<file path="src/pkg/fpsc_consts.vh">
`ifndef FPSC_CONSTS_VH
`define FPSC_CONSTS_VH

// ****************************************
// command codes
// ****************************************
`define FPSC_OP_DEEP_SLEEP 8'hb9
`define FPSC_OP_WAKE 8'hab
`define FPSC_OP_RST_EN 8'h66
`define FPSC_OP_RST 8'h99
`define FPSC_OP_UID 8'h4b
`define FPSC_OP_ID_A 8'h9f
`define FPSC_OP_ID_B 8'h9e
`define FPSC_OP_PAUSE 8'h75
`define FPSC_OP_CONTINUE 8'h7a
`define FPSC_OP_WRSR 8'h01
`define FPSC_OP_WRNVCR 8'hb1
`define FPSC_OP_SEC_ERASE 8'h44
`define FPSC_OP_SEC_PROG 8'h42
`define FPSC_OP_SE_A 8'h20
`define FPSC_OP_SE_B 8'h21
`define FPSC_OP_BE32_A 8'h52
`define FPSC_OP_BE32_B 8'h5c
`define FPSC_OP_BE64_A 8'hd8
`define FPSC_OP_BE64_B 8'hdc
`define FPSC_OP_CE_A 8'hc7
`define FPSC_OP_CE_B 8'h60
`define FPSC_OP_PP_A 8'h02
`define FPSC_OP_PP_B 8'h12
`define FPSC_OP_QPP_A 8'h32
`define FPSC_OP_QPP_B 8'h34
`define FPSC_OP_EPP_A 8'hc2
`define FPSC_OP_EPP_B 8'h3e

// ****************************************
// framing
// ****************************************
`define FPSC_BYTE_CLKS_SPI 8'h08
`define FPSC_BYTE_CLKS_QUAD 8'h02
`define FPSC_ID_QUAD_DUMMY 8'h08
`define FPSC_UID_FRAME_BYTES_3B 8'h05
`define FPSC_UID_FRAME_BYTES_4B 8'h06
`define FPSC_CNT_MAX 8'hff
`define FPSC_SUSP_PROG_BIT 0
`define FPSC_SUSP_ERASE_BIT 1

// ****************************************
// timing
// ****************************************
`define FPSC_CLK_MHZ 250
`define FPSC_SLEEP_ENTRY_NS 3000
`define FPSC_WAKE_RECOVERY_NS 8000
`define FPSC_SUSPEND_MAX_NS 40000
`define FPSC_RESUME_MAX_NS 200
`define FPSC_SLEEP_ENTRY_CYC ((`FPSC_SLEEP_ENTRY_NS * `FPSC_CLK_MHZ + 999) / 1000)
`define FPSC_WAKE_RECOVERY_CYC ((`FPSC_WAKE_RECOVERY_NS * `FPSC_CLK_MHZ + 999) / 1000)
`define FPSC_SUSPEND_MAX_CYC ((`FPSC_SUSPEND_MAX_NS * `FPSC_CLK_MHZ) / 1000)
`define FPSC_RESUME_MAX_CYC ((`FPSC_RESUME_MAX_NS * `FPSC_CLK_MHZ) / 1000)

`endif

</file>
<file path="src/logic/README_none.v">
`timescale 1ns/10ps
`default_nettype none
`default_nettype wire

</file>
<file path="src/logic/fpsc_ctrl.v">
`timescale 1ns/10ps
`default_nettype none
`include "fpsc_consts.vh"
module fpsc_ctrl #(
  parameter [15:0] SLEEP_ENTRY_CYC = `FPSC_SLEEP_ENTRY_CYC,
  parameter [15:0] WAKE_RECOVERY_CYC = `FPSC_WAKE_RECOVERY_CYC,
  parameter [15:0] SUSPEND_MAX_CYC = `FPSC_SUSPEND_MAX_CYC,
  parameter [127:0] UNIQUE_ID = 128'h0123456789abcdeffedcba9876543210, // arbitrary value
  parameter [7:0] MAKER_ID = 8'h5a, // arbitrary value
  parameter [7:0] MEM_TYPE_ID = 8'h3c, // arbitrary value
  parameter [7:0] CAPACITY_ID = 8'h1b, // arbitrary value
  parameter [7:0] EXTRA_ID = 8'h00 // arbitrary value
) (
  input wire i_ref_clk,
  input wire i_rst_n,
  input wire i_cs_n,
  input wire i_sclk,
  input wire [3:0] i_io,
  input wire i_quad_mode,
  input wire i_addr4_mode,
  input wire i_sclk_fast,
  input wire i_cycle_start,
  input wire i_cycle_is_prog,
  input wire i_cycle_is_erase,
  input wire i_cycle_done,
  output wire [3:0] o_io,
  output wire [3:0] o_io_oe,
  output wire o_busy_cycle_flag,
  output wire [1:0] o_suspend_flags,
  output wire o_array_halt,
  output wire o_deep_sleep,
  output wire o_standby,
  output wire o_cmd_valid,
  output wire [7:0] o_cmd_code,
  output wire o_soft_reset
);
  localparam [1:0] ST_AWAKE = 2'h0;
  localparam [1:0] ST_ENTER = 2'h1;
  localparam [1:0] ST_SLEEP = 2'h2;
  localparam [1:0] ST_WAKE = 2'h3;
  localparam [1:0] MD_NONE = 2'h0;
  localparam [1:0] MD_UID = 2'h1;
  localparam [1:0] MD_ID = 2'h2;

  // ****************************************
  // pin synchronisation and edge detection
  // ****************************************
  wire [5:0] pins_s;
  reg [1:0] edge_r;
  wire cs_n_s;
  wire sclk_s;
  wire [3:0] io_s;
  wire sclk_rise;
  wire sclk_fall;
  wire cs_rise;

  fpsc_sync #(
    .WIDTH(6),
    .RESET_VAL(6'h20)
  ) u_sync (
    .i_clk(i_ref_clk),
    .i_rst_n(i_rst_n),
    .i_async({i_cs_n, i_sclk, i_io}),
    .o_sync(pins_s)
  );

  assign cs_n_s = pins_s[5];
  assign sclk_s = pins_s[4];
  assign io_s = pins_s[3:0];

  always @(posedge i_ref_clk or negedge i_rst_n) begin
    if (!i_rst_n) begin
      edge_r <= 2'h2;
    end else begin
      edge_r <= {cs_n_s, sclk_s};
    end
  end

  assign sclk_rise = !cs_n_s && sclk_s && !edge_r[0];
  assign sclk_fall = !cs_n_s && !sclk_s && edge_r[0];
  assign cs_rise = cs_n_s && !edge_r[1];

  // ****************************************
  // command byte capture
  // ****************************************
  reg [7:0] cmd_r;
  reg [7:0] clk_cnt_r;
  wire [7:0] byte_clks;
  wire [7:0] cmd_nxt;
  wire cmd_done;
  wire cmd_exact;

  assign byte_clks = i_quad_mode ? `FPSC_BYTE_CLKS_QUAD : `FPSC_BYTE_CLKS_SPI;
  assign cmd_nxt = i_quad_mode ? {cmd_r[3:0], io_s} : {cmd_r[6:0], io_s[0]};
  assign cmd_done = sclk_rise && (clk_cnt_r == byte_clks - 8'h01);
  // select must rise with exactly one byte of clocks behind it
  assign cmd_exact = cs_rise && (clk_cnt_r == byte_clks);

  always @(posedge i_ref_clk or negedge i_rst_n) begin
    if (!i_rst_n) begin
      cmd_r <= 8'h00;
      clk_cnt_r <= 8'h00;
    end else if (cs_n_s) begin
      clk_cnt_r <= 8'h00;
    end else if (sclk_rise) begin
      if (clk_cnt_r < byte_clks) begin
        cmd_r <= cmd_nxt;
      end
      if (clk_cnt_r != `FPSC_CNT_MAX) begin
        clk_cnt_r <= clk_cnt_r + 8'h01;
      end
    end
  end

  // ****************************************
  // power state and busy / suspend tracking
  // ****************************************
  reg [1:0] pwr_st_r;
  reg [15:0] pwr_tmr_r;
  reg busy_r;
  reg kind_prog_r;
  reg kind_erase_r;
  reg [1:0] susp_r;
  reg halt_r;
  reg [15:0] sus_tmr_r;
  reg rst_en_r;
  reg soft_rst_r;
  wire awake;
  wire do_sleep;
  wire do_wake;
  wire do_reset;
  wire do_pause;
  wire do_continue;

  assign awake = (pwr_st_r == ST_AWAKE);
  assign do_sleep = cmd_exact && awake && (cmd_r == `FPSC_OP_DEEP_SLEEP) && !busy_r;
  assign do_wake = cmd_exact && (pwr_st_r == ST_SLEEP) && (cmd_r == `FPSC_OP_WAKE) && !busy_r;
  assign do_reset = cmd_exact && (awake || pwr_st_r == ST_SLEEP) && (cmd_r == `FPSC_OP_RST) && rst_en_r;
  assign do_pause = cmd_exact && awake && (cmd_r == `FPSC_OP_PAUSE) && (susp_r == 2'h0) && busy_r &&
    (kind_prog_r || kind_erase_r) && (sus_tmr_r == 16'h0000);
  assign do_continue = cmd_exact && awake && (cmd_r == `FPSC_OP_CONTINUE) && (susp_r != 2'h0) && !busy_r;

  always @(posedge i_ref_clk or negedge i_rst_n) begin
    if (!i_rst_n) begin
      pwr_st_r <= ST_AWAKE;
      pwr_tmr_r <= 16'h0000;
    end else begin
      case (pwr_st_r)
        ST_AWAKE: begin
          if (do_sleep) begin
            pwr_st_r <= ST_ENTER;
            pwr_tmr_r <= SLEEP_ENTRY_CYC;
          end
        end
        ST_ENTER: begin
          // commands arriving during the entry delay are dropped
          if (pwr_tmr_r <= 16'h0001) begin
            pwr_st_r <= ST_SLEEP;
          end else begin
            pwr_tmr_r <= pwr_tmr_r - 16'h0001;
          end
        end
        ST_SLEEP: begin
          if (do_reset) begin
            pwr_st_r <= ST_AWAKE;
          end else if (do_wake) begin
            pwr_st_r <= ST_WAKE;
            pwr_tmr_r <= WAKE_RECOVERY_CYC;
          end
        end
        ST_WAKE: begin
          if (pwr_tmr_r <= 16'h0001) begin
            pwr_st_r <= ST_AWAKE;
          end else begin
            pwr_tmr_r <= pwr_tmr_r - 16'h0001;
          end
        end
        default: begin
          pwr_st_r <= ST_AWAKE;
        end
      endcase
    end
  end

  always @(posedge i_ref_clk or negedge i_rst_n) begin
    if (!i_rst_n) begin
      rst_en_r <= 1'b0;
      soft_rst_r <= 1'b0;
    end else begin
      soft_rst_r <= do_reset;
      if (cmd_exact && (awake || pwr_st_r == ST_SLEEP)) begin
        // any other complete command taken while awake or asleep disarms the pair
        rst_en_r <= (cmd_r == `FPSC_OP_RST_EN);
      end
    end
  end

  always @(posedge i_ref_clk or negedge i_rst_n) begin
    if (!i_rst_n) begin
      busy_r <= 1'b0;
      kind_prog_r <= 1'b0;
      kind_erase_r <= 1'b0;
      susp_r <= 2'h0;
      halt_r <= 1'b0;
      sus_tmr_r <= 16'h0000;
    end else begin
      // a fresh cycle start wins over any clear in the same cycle
      if (i_cycle_start) begin
        busy_r <= 1'b1;
        kind_prog_r <= i_cycle_is_prog;
        kind_erase_r <= i_cycle_is_erase && !i_cycle_is_prog;
      end else if (i_cycle_done) begin
        busy_r <= 1'b0;
      end else if (sus_tmr_r == 16'h0001) begin
        busy_r <= 1'b0;
      end else if (do_continue) begin
        busy_r <= 1'b1;
      end
      if (do_pause) begin
        sus_tmr_r <= SUSPEND_MAX_CYC;
      end else if (sus_tmr_r != 16'h0000) begin
        sus_tmr_r <= sus_tmr_r - 16'h0001;
      end
      if (do_reset) begin
        susp_r <= 2'h0;
        halt_r <= 1'b0;
        sus_tmr_r <= 16'h0000;
      end else if (do_pause) begin
        susp_r[`FPSC_SUSP_PROG_BIT] <= kind_prog_r;
        susp_r[`FPSC_SUSP_ERASE_BIT] <= kind_erase_r;
        halt_r <= 1'b1;
      end else if (do_continue) begin
        susp_r <= 2'h0;
        halt_r <= 1'b0;
      end
    end
  end

  // ****************************************
  // refusal of erase and register-write commands while suspended, and of program commands during program suspend
  // ****************************************
  reg is_reg_wr;
  reg is_erase;
  reg is_prog;
  wire refused;

  always @* begin
    is_reg_wr = (cmd_nxt == `FPSC_OP_WRSR) || (cmd_nxt == `FPSC_OP_WRNVCR);
    is_erase = 1'b0;
    is_prog = 1'b0;
    case (cmd_nxt)
      `FPSC_OP_SE_A, `FPSC_OP_SE_B, `FPSC_OP_BE32_A, `FPSC_OP_BE32_B, `FPSC_OP_BE64_A, `FPSC_OP_BE64_B,
      `FPSC_OP_CE_A, `FPSC_OP_CE_B: begin
        is_erase = 1'b1;
      end
      `FPSC_OP_PP_A, `FPSC_OP_PP_B, `FPSC_OP_QPP_A, `FPSC_OP_QPP_B, `FPSC_OP_EPP_A, `FPSC_OP_EPP_B: begin
        is_prog = 1'b1;
      end
      default: begin
        is_erase = 1'b0;
      end
    endcase
  end

  assign refused = (susp_r[`FPSC_SUSP_PROG_BIT] && (is_reg_wr || is_erase || is_prog ||
    cmd_nxt == `FPSC_OP_SEC_ERASE || cmd_nxt == `FPSC_OP_SEC_PROG)) ||
    (susp_r[`FPSC_SUSP_ERASE_BIT] && (is_reg_wr || is_erase || cmd_nxt == `FPSC_OP_SEC_ERASE));

  // ****************************************
  // decode, forwarding and readout
  // ****************************************
  reg [1:0] mode_r;
  reg [7:0] out_at_r;
  reg [127:0] out_sr_r;
  reg [3:0] io_r;
  reg [3:0] oe_r;
  reg fwd_r;
  reg [7:0] fwd_code_r;
  reg local_op;
  wire is_id;
  wire [7:0] uid_at;
  wire [7:0] id_at;
  wire [31:0] id_word;

  assign is_id = (cmd_nxt == `FPSC_OP_ID_A) || (cmd_nxt == `FPSC_OP_ID_B);
  // command, address bytes and one dummy byte precede the number
  assign uid_at = byte_clks * (i_addr4_mode ? `FPSC_UID_FRAME_BYTES_4B : `FPSC_UID_FRAME_BYTES_3B);
  assign id_at = byte_clks + ((i_quad_mode && i_sclk_fast) ? `FPSC_ID_QUAD_DUMMY : 8'h00);
  assign id_word = {MAKER_ID, MEM_TYPE_ID, CAPACITY_ID, EXTRA_ID};

  always @* begin
    case (cmd_nxt)
      `FPSC_OP_DEEP_SLEEP, `FPSC_OP_WAKE, `FPSC_OP_RST_EN, `FPSC_OP_RST, `FPSC_OP_UID, `FPSC_OP_ID_A,
      `FPSC_OP_ID_B, `FPSC_OP_PAUSE, `FPSC_OP_CONTINUE: begin
        local_op = 1'b1;
      end
      default: begin
        local_op = 1'b0;
      end
    endcase
  end

  always @(posedge i_ref_clk or negedge i_rst_n) begin
    if (!i_rst_n) begin
      mode_r <= MD_NONE;
      out_at_r <= 8'h00;
      out_sr_r <= 128'h0;
      io_r <= 4'h0;
      oe_r <= 4'h0;
      fwd_r <= 1'b0;
      fwd_code_r <= 8'h00;
    end else begin
      fwd_r <= 1'b0;
      if (cs_n_s) begin
        mode_r <= MD_NONE;
        oe_r <= 4'h0;
      end else if (cmd_done && awake) begin
        if (cmd_nxt == `FPSC_OP_UID) begin
          mode_r <= MD_UID;
          out_at_r <= uid_at;
          out_sr_r <= UNIQUE_ID;
        end else if (is_id && !busy_r) begin
          mode_r <= MD_ID;
          out_at_r <= id_at;
          // repeated so the rotation wraps on the 32-bit word
          out_sr_r <= {id_word, id_word, id_word, id_word};
        end else if (!local_op && !refused) begin
          fwd_r <= 1'b1;
          fwd_code_r <= cmd_nxt;
        end
      end else if (sclk_fall && mode_r != MD_NONE && clk_cnt_r >= out_at_r) begin
        if (i_quad_mode) begin
          io_r <= out_sr_r[127:124];
          out_sr_r <= {out_sr_r[123:0], out_sr_r[127:124]};
          oe_r <= 4'hf;
        end else begin
          io_r <= {2'h0, out_sr_r[127], 1'b0};
          out_sr_r <= {out_sr_r[126:0], out_sr_r[127]};
          oe_r <= 4'h2;
        end
      end
    end
  end

  assign o_io = io_r;
  assign o_io_oe = oe_r;
  assign o_busy_cycle_flag = busy_r;
  assign o_suspend_flags = susp_r;
  assign o_array_halt = halt_r;
  assign o_deep_sleep = (pwr_st_r == ST_SLEEP);
  assign o_standby = cs_n_s && !busy_r && awake;
  assign o_cmd_valid = fwd_r;
  assign o_cmd_code = fwd_code_r;
  assign o_soft_reset = soft_rst_r;
endmodule // fpsc_ctrl
`default_nettype wire

</file>
<file path="src/logic/fpsc_sync.v">
`timescale 1ns/10ps
`default_nettype none
module fpsc_sync #(
  parameter WIDTH = 1,
  parameter [WIDTH-1:0] RESET_VAL = {WIDTH{1'b0}}
) (
  input wire i_clk,
  input wire i_rst_n,
  input wire [WIDTH-1:0] i_async,
  output wire [WIDTH-1:0] o_sync
);
  reg [WIDTH-1:0] meta_r;
  reg [WIDTH-1:0] sync_r;

  always @(posedge i_clk or negedge i_rst_n) begin
    if (!i_rst_n) begin
      meta_r <= RESET_VAL;
      sync_r <= RESET_VAL;
    end else begin
      meta_r <= i_async;
      sync_r <= meta_r;
    end
  end

  assign o_sync = sync_r;
endmodule // fpsc_sync
`default_nettype wire

</file>
<file path="config.mk">
export PLATFORM = sky130hd
export DESIGN_NAME = fpsc_ctrl
export DESIGN_NICKNAME = d
export VERILOG_FILES = /design/src/logic/README_none.v /design/src/logic/fpsc_ctrl.v /design/src/logic/fpsc_sync.v
export VERILOG_INCLUDE_DIRS = /design/src /design/src/pkg
export SDC_FILE = /design/constraint.sdc
export NUM_CORES = 1
export LEC_CHECK = 0
export BUFFER_PORTS_ARGS = -buffer_cell sky130_fd_sc_hd__buf_2
export CAP_MARGIN = 30
export CELL_PAD_IN_SITES_DETAIL_PLACEMENT = 1
export CELL_PAD_IN_SITES_GLOBAL_PLACEMENT = 1
export CORE_UTILIZATION = 49
export CTS_CLUSTER_SIZE = 14
export DETAILED_ROUTE_END_ITERATION = 10
export HOLD_SLACK_MARGIN = 0.12
export PLACE_DENSITY = 0.91
export SYNTH_ARGS = -nofsm -noshare
export SYNTH_HDL_FRONTEND = slang
export SYNTH_SLANG_ARGS = --single-unit
export TNS_END_PERCENT = 20
</file>
<file path="constraint.sdc">
create_clock -name i_ref_clk -period 2.7 [get_ports i_ref_clk]
set_input_delay 0 -clock i_ref_clk [delete_from_list [all_inputs] [get_ports i_ref_clk]]
set_output_delay 0 -clock i_ref_clk [all_outputs]
set_load 0.005 [all_outputs]
</file>
==> run_results.csv, run 1 <==
group,metric,value,unit
run_status,outcome,"finished with violations",
synthesis,synthCells,1214,
sta,slew_headroom,0.476,
run_status,violations,"negative setup slack",
sta,setup_viol,83,
critical_path,cp_data_arrival_time,3.29,ns
layout,fin_nets,1278,
clock_network,cts_root_buffer,"clkbuf_16",
pwr,internal_power,5740,uW
critical_path,critPathKind,"flip-flop to flip-flop",
grt,first_global_vias,11286,
critical_path,cp.required,3.13,ns
clock_network,cts_tree,"done",
synthesis,synth_seq_cells,223,
placed_design,gp_congestion,0.904,
routing,routed_via_density,6.99,
synthesis,synth_top_family_by_area,"simple AND/OR/NAND/NOR gates",
layout,syn2layout_area_growth,16.4,%
synthesis,synth_compound_area_frac,0.180,
worst_hold_path,min-delay-path-class,"input port to flip-flop",
synthesis,syn_area,0.0118,mm^2
worst_hold_path,min_delay_path_depth,3,
critical_path,r2r_cells,9,
sta,rsz0062_at_grt,"true",
grt,grt_pass1_wl,63500,um
layout,layout_commonest_cell,"dfrtp_1",
sta,hold_viol,0,
synthesis,syn-num-nets,1243,
die,placementRows,56,
worst_hold_path,hp-start,"i_cycle_start",
placed_design,port-buffer-count,38,
critical_path,setup.worst_path.end_class,"flip-flop",
synthesis,netlist_top_cells_area,"dfrtp_1 (47%), mux2i_1 (5.8%), a211oi_1 (4.3%), nand3_1 (4.1%), o31ai_1 (3.7%)",
synthesis,async_flop_share,1.00,
synthesis,synth_top_area_share,0.466,
synthesis,ys.flop_type,"dfrtp_1",
routing,drc,0,
routing,drt_iter0_drc,1344,
grt,grt_max_degree,151,
die,boundaryPins,39,
critical_path,rrSetupSlack,-0.16,ns
routing,ant_nets,0,
job,maxCapViolCount,0,
die,chipWidth,157,um
critical_path,crit_path_max_fanout,31,
synthesis,seq_area_frac_synth,0.472,
die,coreArea,0.0235,mm^2
pwr,comb_power_share,0.118,
pwr,power_density,583,mW/mm^2
synthesis,synth_mux_area_frac,0.0711,
placed_design,dpl.hpwl,20900,um
layout,n_fill_cell,2587,
clock_network,insertion_delay,0.56,ns
sta,fin_crit_sh,1.06,
synthesis,yosys.area_share.xor_xnor,0.0178,
routing,routedWlPerCell,27.9,um
critical_path,timing.rr.start,"cmd_r[3]",
pwr,power_frac_clock,0.438,
layout,drive_gt1_frac,0.156,
sta,tns,-5.16,ns
synthesis,syn_avg_cell_area,9.74,um^2
clock_network,clk_pin_slew,0.08,ns
critical_path,r2r-end,"out_sr_r[62]",
critical_path,critPathLaunchType,"flip-flop",
sta,max_freq,0.349,GHz
routing,vias,11083,
clock_network,cts_max_path_buffers,3,
pwr,p_sw,2280,uW
pwr,swShare,0.284,
synthesis,synth_top_area_cell,"dfrtp_1",
die,die_h,157,um
grt,grt_overflow_total,0,
routing,first_pass_iters,6,
pwr,power_frac_seq,0.445,
layout,layout_common_cells,"dfrtp_1 (218), nand3_1 (97), mux2i_1 (69)",
synthesis,synth_adder_area_share,0.0148,
die,start_util,0.502,
synthesis,yosys_warnings,0,
sta,tightest_slew,0.786,ns
sta,fin_crit,2.86,ns
die,die-area,0.0247,mm^2
clock_network,cts_max_level,1,
synthesis,synth.distinct_cells,74,
pwr,ir_drop,0.378,mV
sta,drv_slew,0,
synthesis,synth-edff-count,0,
grt,gr-usage-all-layers,0.327,
placed_design,pre_cts_slack,0.00694,ns
routing,wirelength,44300,um
clock_network,cts_sinks,223,
synthesis,synth_simple_gate_area_frac,0.194,
pwr,p_leak,0.00612,uW
grt,antenna_found_initial,0,
layout,antenna_cells,0,
sta,skew,0.0304,ns
worst_hold_path,whs_endpoint,"o_busy_cycle_flag",
clock_network,cts_buffers,26,
sta,fin_ws,-0.164,ns
-- layout make-up --
type / instances / area (um^2) / share of cell area
Clock inverter: 6 / 63.8 / 0.00464
Clock buffer: 39 / 741 / 0.0538
Multi-Input combinational cell: 862 / 5860 / 0.426
Tap cell: 319 / 399 / 0.0290
Timing Repair Buffer: 112 / 1020 / 0.0741
Inverter: 24 / 90.1 / 0.00654
Sequential cell: 223 / 5590 / 0.406
-- power groups by stage --
stage	Sequential [uW]	Clock [uW]	Combinational (uW)
2_1_floorplan	3550	0	510
3_3_place_gp	3590	0	759
3_5_place_dp	3600	0	790
4_1_cts	3550	3450	855
5_1_grt	3570	3640	996
6_report	3570	3510	944
-- state kept, by name, indices dropped and copies added (netlist names), 2 cells and up --
name and cells:
o_io 4, edge_r 2, u_sync.meta_r 6, cmd_r 8
out_sr_r 128, sus_tmr_r 16, o_io_oe 2, clk_cnt_r 8
mode_r 2, o_suspend_flags 2, pwr_st_r 2, o_cmd_code 8
out_at_r 6, pwr_tmr_r 16, u_sync.o_sync 6
-- worst max-delay path: stages, from the launching register on --
cell      delay (ns)
dfrtp_1         0.48
buf_4           0.21
nor3_1          0.43
o22ai_1         0.18
nor3b_2         0.32
o21bai_2        0.20
and2_4          0.23
buf_8           0.25
nor3_1          0.09
a21oi_1         0.33
-- synthesized netlist by cell type (3+ instances only) --
cell type  number
nand4_1        10
and3b_1         3
nand3_1        97
nor2b_1        27
mux2i_1        69
xnor2_1        14
a21boi_0        3
nor2_1         59
nor3_1         63
a211oi_1       68
and3_1          6
or2_2           3
o31ai_2         7
dfrtp_1       220
a21o_1         23
buf_4           3
nand2b_1        4
o21a_1          4
mux2_2          8
xor2_1         10
and4_1          4
or3_1           8
mux2_4          4
buf_1           7
and2_1         51
o41ai_1         3
a21oi_1        58
o21ai_1         4
dfstp_2         3
inv_1          22
nor3b_1         5
nor4_1         17
nand2_1        51
or4_1           3
o21ai_0        59
buf_6           4
ha_1           14
buf_2          22
clkbuf_1       68
o31ai_1        58
nand3b_1        5
-- metrics by stage --
step	cell area [um^2]	total power (uW)	hold slack (ns)	utilization	std cells
3_3_place_gp	12400	4350	0.0381	0.528	1511
6_report	13800	8020	0.298	0.585	1585
5_1_grt	13800	8210	0.298	0.585	1585
4_1_cts	13500	7860	0.264	0.575	1579
3_5_place_dp	12400	4390	0.0362	0.528	1511
2_1_floorplan	11800	4060	-0.296	-	1214
-- per-layer routing --
| layer | up-vias | part of all wire | GRT usage |
|---|---|---|---|
| li1 | 4507 | - | - |
| met1 | 5530 | 0.38 | 0.403 |
| met2 | 755 | 0.47 | 0.549 |
| met3 | 291 | 0.080 | 0.0600 |
| met4 | 0 | 0.069 | 0.168 |
| met5 | - | 0 | 0 |
-- worst max-delay path by stage --
stage | startpoint | endpoint | slack, ns | cells past startpoint
after floorplan | clk_cnt_r[1] | o_cmd_code[0] | 0.26 | 9
after global placement | clk_cnt_r[1] | out_sr_r[54] | 0.14 | 10
after detailed placement | clk_cnt_r[4] | sus_tmr_r[3] | 0.007 | 10
after CTS | clk_cnt_r[1] | out_sr_r[54] | -0.007 | 10
after global routing | cmd_r[3] | out_sr_r[19] | -0.19 | 9
final | cmd_r[3] | out_sr_r[62] | -0.16 | 9
-- cells by family (layout without fill, tap and decap cells) --
kind of cell,Yosys count,after routing
AOI/OAI and AO/OA,313,313
xor gates and xnor gates,24,24
adders and majority gates,14,14
buffers and inverters,130,181
DFF,223,223
muxes,81,81
other,1,1
and+or+nand+nor,428,429
-- timing repair --
action | CTS | global route
resized for setup | 10 | 32
buffers inserted | 1 | 3
pin swaps | 2 | 5
cloned | 0 | 3
hold endpoints to repair | 237 | 0
hold buffers | 22 | 0
endpoints found under the setup margin | 54 | 133
Note: power is estimated with default switching activity, not from simulation.
==> inputs of run 2 (changes only) <==
Settings changed: PLACE_DENSITY 0.91 to not set, PLACE_DENSITY_LB_ADDON set to 0.12.
Clock period 2.7 ns to 3.1 ns, I/O delays scaled along.
==> run 2 against run 1 <==
Against the previous run:
- the flow now finishes without violations
- final area shrank 2.9%
- first-iteration DRC count shrank 49%
- register-to-register slack gained 0.42 ns
- clock-buffer cell count is the same
- largest cell class unchanged
- highest routed layer unchanged
==> run_results.csv, run 2 (same netlist as run 1, synthesis figures left out) <==
group,metric,value,unit
run_status,outcome,"complete, no violations",
sta,slew_headroom,0.430,
sta,tns,0,ns
grt,antenna_found_initial,0,
routing,vias,9520,
clock_network,cts_max_level,1,
grt,grt_max_degree,100,
clock_network,cts_root_buffer,"clkbuf_16",
worst_hold_path,min-delay-path-class,"input port to async pin",
critical_path,critPathLaunchType,"flip-flop",
critical_path,cp.required,3.50,ns
layout,final_util,0.567,
layout,largestRegisters,"out_sr_r x128, pwr_tmr_r x16, sus_tmr_r x16",
layout,fin_nets,1260,
critical_path,timing.rr.start,"clk_cnt_r[1]",
clock_network,insertion_delay,0.53,ns
clock_network,cts_resized,0,
sta,fin_crit,2.84,ns
placed_design,gp_congestion,0.914,
critical_path,slowest_stage,"nor2_4",
job,maxCapViolCount,0,
critical_path,cp-startpoint,"clk_cnt_r[1]",
critical_path,setup.worst_path.end_class,"flip-flop",
placed_design,placed_area,0.0123,mm^2
layout,antenna_cells,0,
critical_path,crit_path_max_fanout,28,
critical_path,endpoint,"out_sr_r[116]",
die,placementRows,56,
sta,setup_viol,0,
sta,drv_slew,0,
grt,first_global_vias,10110,
die,chipWidth,157,um
routing,ant_nets,0,
critical_path,cp_slowest_stage_delay,0.67,ns
routing,routedWlPerCell,20.3,um
critical_path,cp_data_arrival_time,3.24,ns
clock_network,cts_buffers,26,
routing,drc,0,
pwr,p_leak,0.00596,uW
critical_path,worstPathCellList,"inv_1 -> ha_1 -> nand2b_1 -> a21boi_0 -> o21a_1 -> o21a_1 -> o21a_2 -> nor2_4 -> buf_4 -> o31ai_1",
critical_path,critPathKind,"flip-flop to flip-flop",
critical_path,r2r-end,"out_sr_r[116]",
clock_network,cts-hold-fix-buffers,20,
critical_path,rrSetupSlack,0.26,ns
layout,drive_gt1_frac,0.127,
critical_path,cp.depth,10,
die,die_h,157,um
sta,rsz0062_at_grt,"false",
sta,hold_viol,0,
grt,gr-usage-all-layers,0.270,
sta,tightest_slew,0.852,ns
layout,largest_register,"out_sr_r",
clock_network,post_cts_buffers,0,
clock_network,cts_max_path_buffers,3,
placed_design,dpl.hpwl,19500,um
sta,holdWs,0.0887,ns
layout,layout_commonest_cell,"dfrtp_1",
clock_network,cts_sinks,223,
die,boundaryPins,39,
pwr,power_density,516,mW/mm^2
layout,syn2layout_area_growth,13.0,%
routing,drt_iter0_drc,679,
critical_path,path_buf_inv,2,
layout,layout_common_cells,"dfrtp_1 (220), nand3_1 (97), mux2i_1 (69)",
clock_network,clk_pin_slew,0.06,ns
critical_path,r2r_cells,10,
critical_path,crit_family,"compound AO/OA/AOI/OAI gates",
pwr,ir_drop,0.419,mV
grt,grt_overflow_total,0,
critical_path,crit_top_cell,"o21a_1",
layout,largest_reg_flops,128,
grt,grt_pass1_wl,54000,um
die,die-area,0.0247,mm^2
sta,fin_crit_sh,0.916,
routing,routed_via_density,6.07,
clock_network,cts_tree,"done",
routing,first_pass_iters,6,
sta,skew,0.0110,ns
routing,wirelength,31900,um
sta,max_freq,0.352,GHz
die,start_util,0.502,
placed_design,port-buffer-count,38,
layout,fin_area,0.0134,mm^2
die,coreArea,0.0235,mm^2
==> run 2: cell count changes in the layout (fill, tap and decap cells not counted), sizes merged <==
cell	previous run	this run
inv	25	24
bufinv	1	2
clkbuf	41	39
dlygate4sd3	22	20
clkinvlp	1	3
nor2	60	59
buf	88	75
==> run 2: worst min path at each step <==
stage,slack [ns],startpoint,cells past startpoint,endpoint
floorplan,-0.30,i_rst_n,0,clk_cnt_r[0]
global placement,0.11,i_rst_n,1,pwr_tmr_r[5]
detailed placement,0.1,i_rst_n,1,pwr_tmr_r[5]
CTS,0.13,i_rst_n,2,pwr_tmr_r[0]
global route,0.13,i_cs_n,2,u_sync.meta_r[5]
finish,0.09,i_rst_n,2,pwr_tmr_r[5]
==> run 2: final cells by class <==
type                       count  area (um^2)
clock buffer                  39          771
multi-input combinational    861         5680
tap                          319          399
fill                        2624        10200
inverter                      24         90.1
timing repair buffer          95          734
clock inverter                 8          101
sequential                   223         5580
==> run 2: metal layers <==
| metal | up-vias | wire (um) | track usage |
|---|---|---|---|
| li1 | 4490 | - | - |
| met1 | 4854 | 15600 | 0.384 |
| met2 | 125 | 15000 | 0.442 |
| met3 | 51 | 809 | 0.0328 |
| met4 | 0 | 549 | 0.0583 |
| met5 | - | 0 | 0 |
==> run 2: power by group <==
| part | internal (uW) | leakage (uW) | switching, uW |
|---|---|---|---|
| clock | 1880 | 0.000418 | 1240 |
| combinational | 257 | 0.00262 | 409 |
| sequential | 2980 | 0.00292 | 123 |
==> run 2: metrics by stage <==
step / setup WS (ns) / instances / total power, uW
detailed placement: 0.270 / 1502 / 3790
global placement: 0.256 / 1502 / 3780
CTS: 0.248 / 1569 / 6960
floorplan: 0.661 / 1214 / 3540
global route: 0.0947 / 1569 / 7140
finish: 0.260 / 1569 / 6890
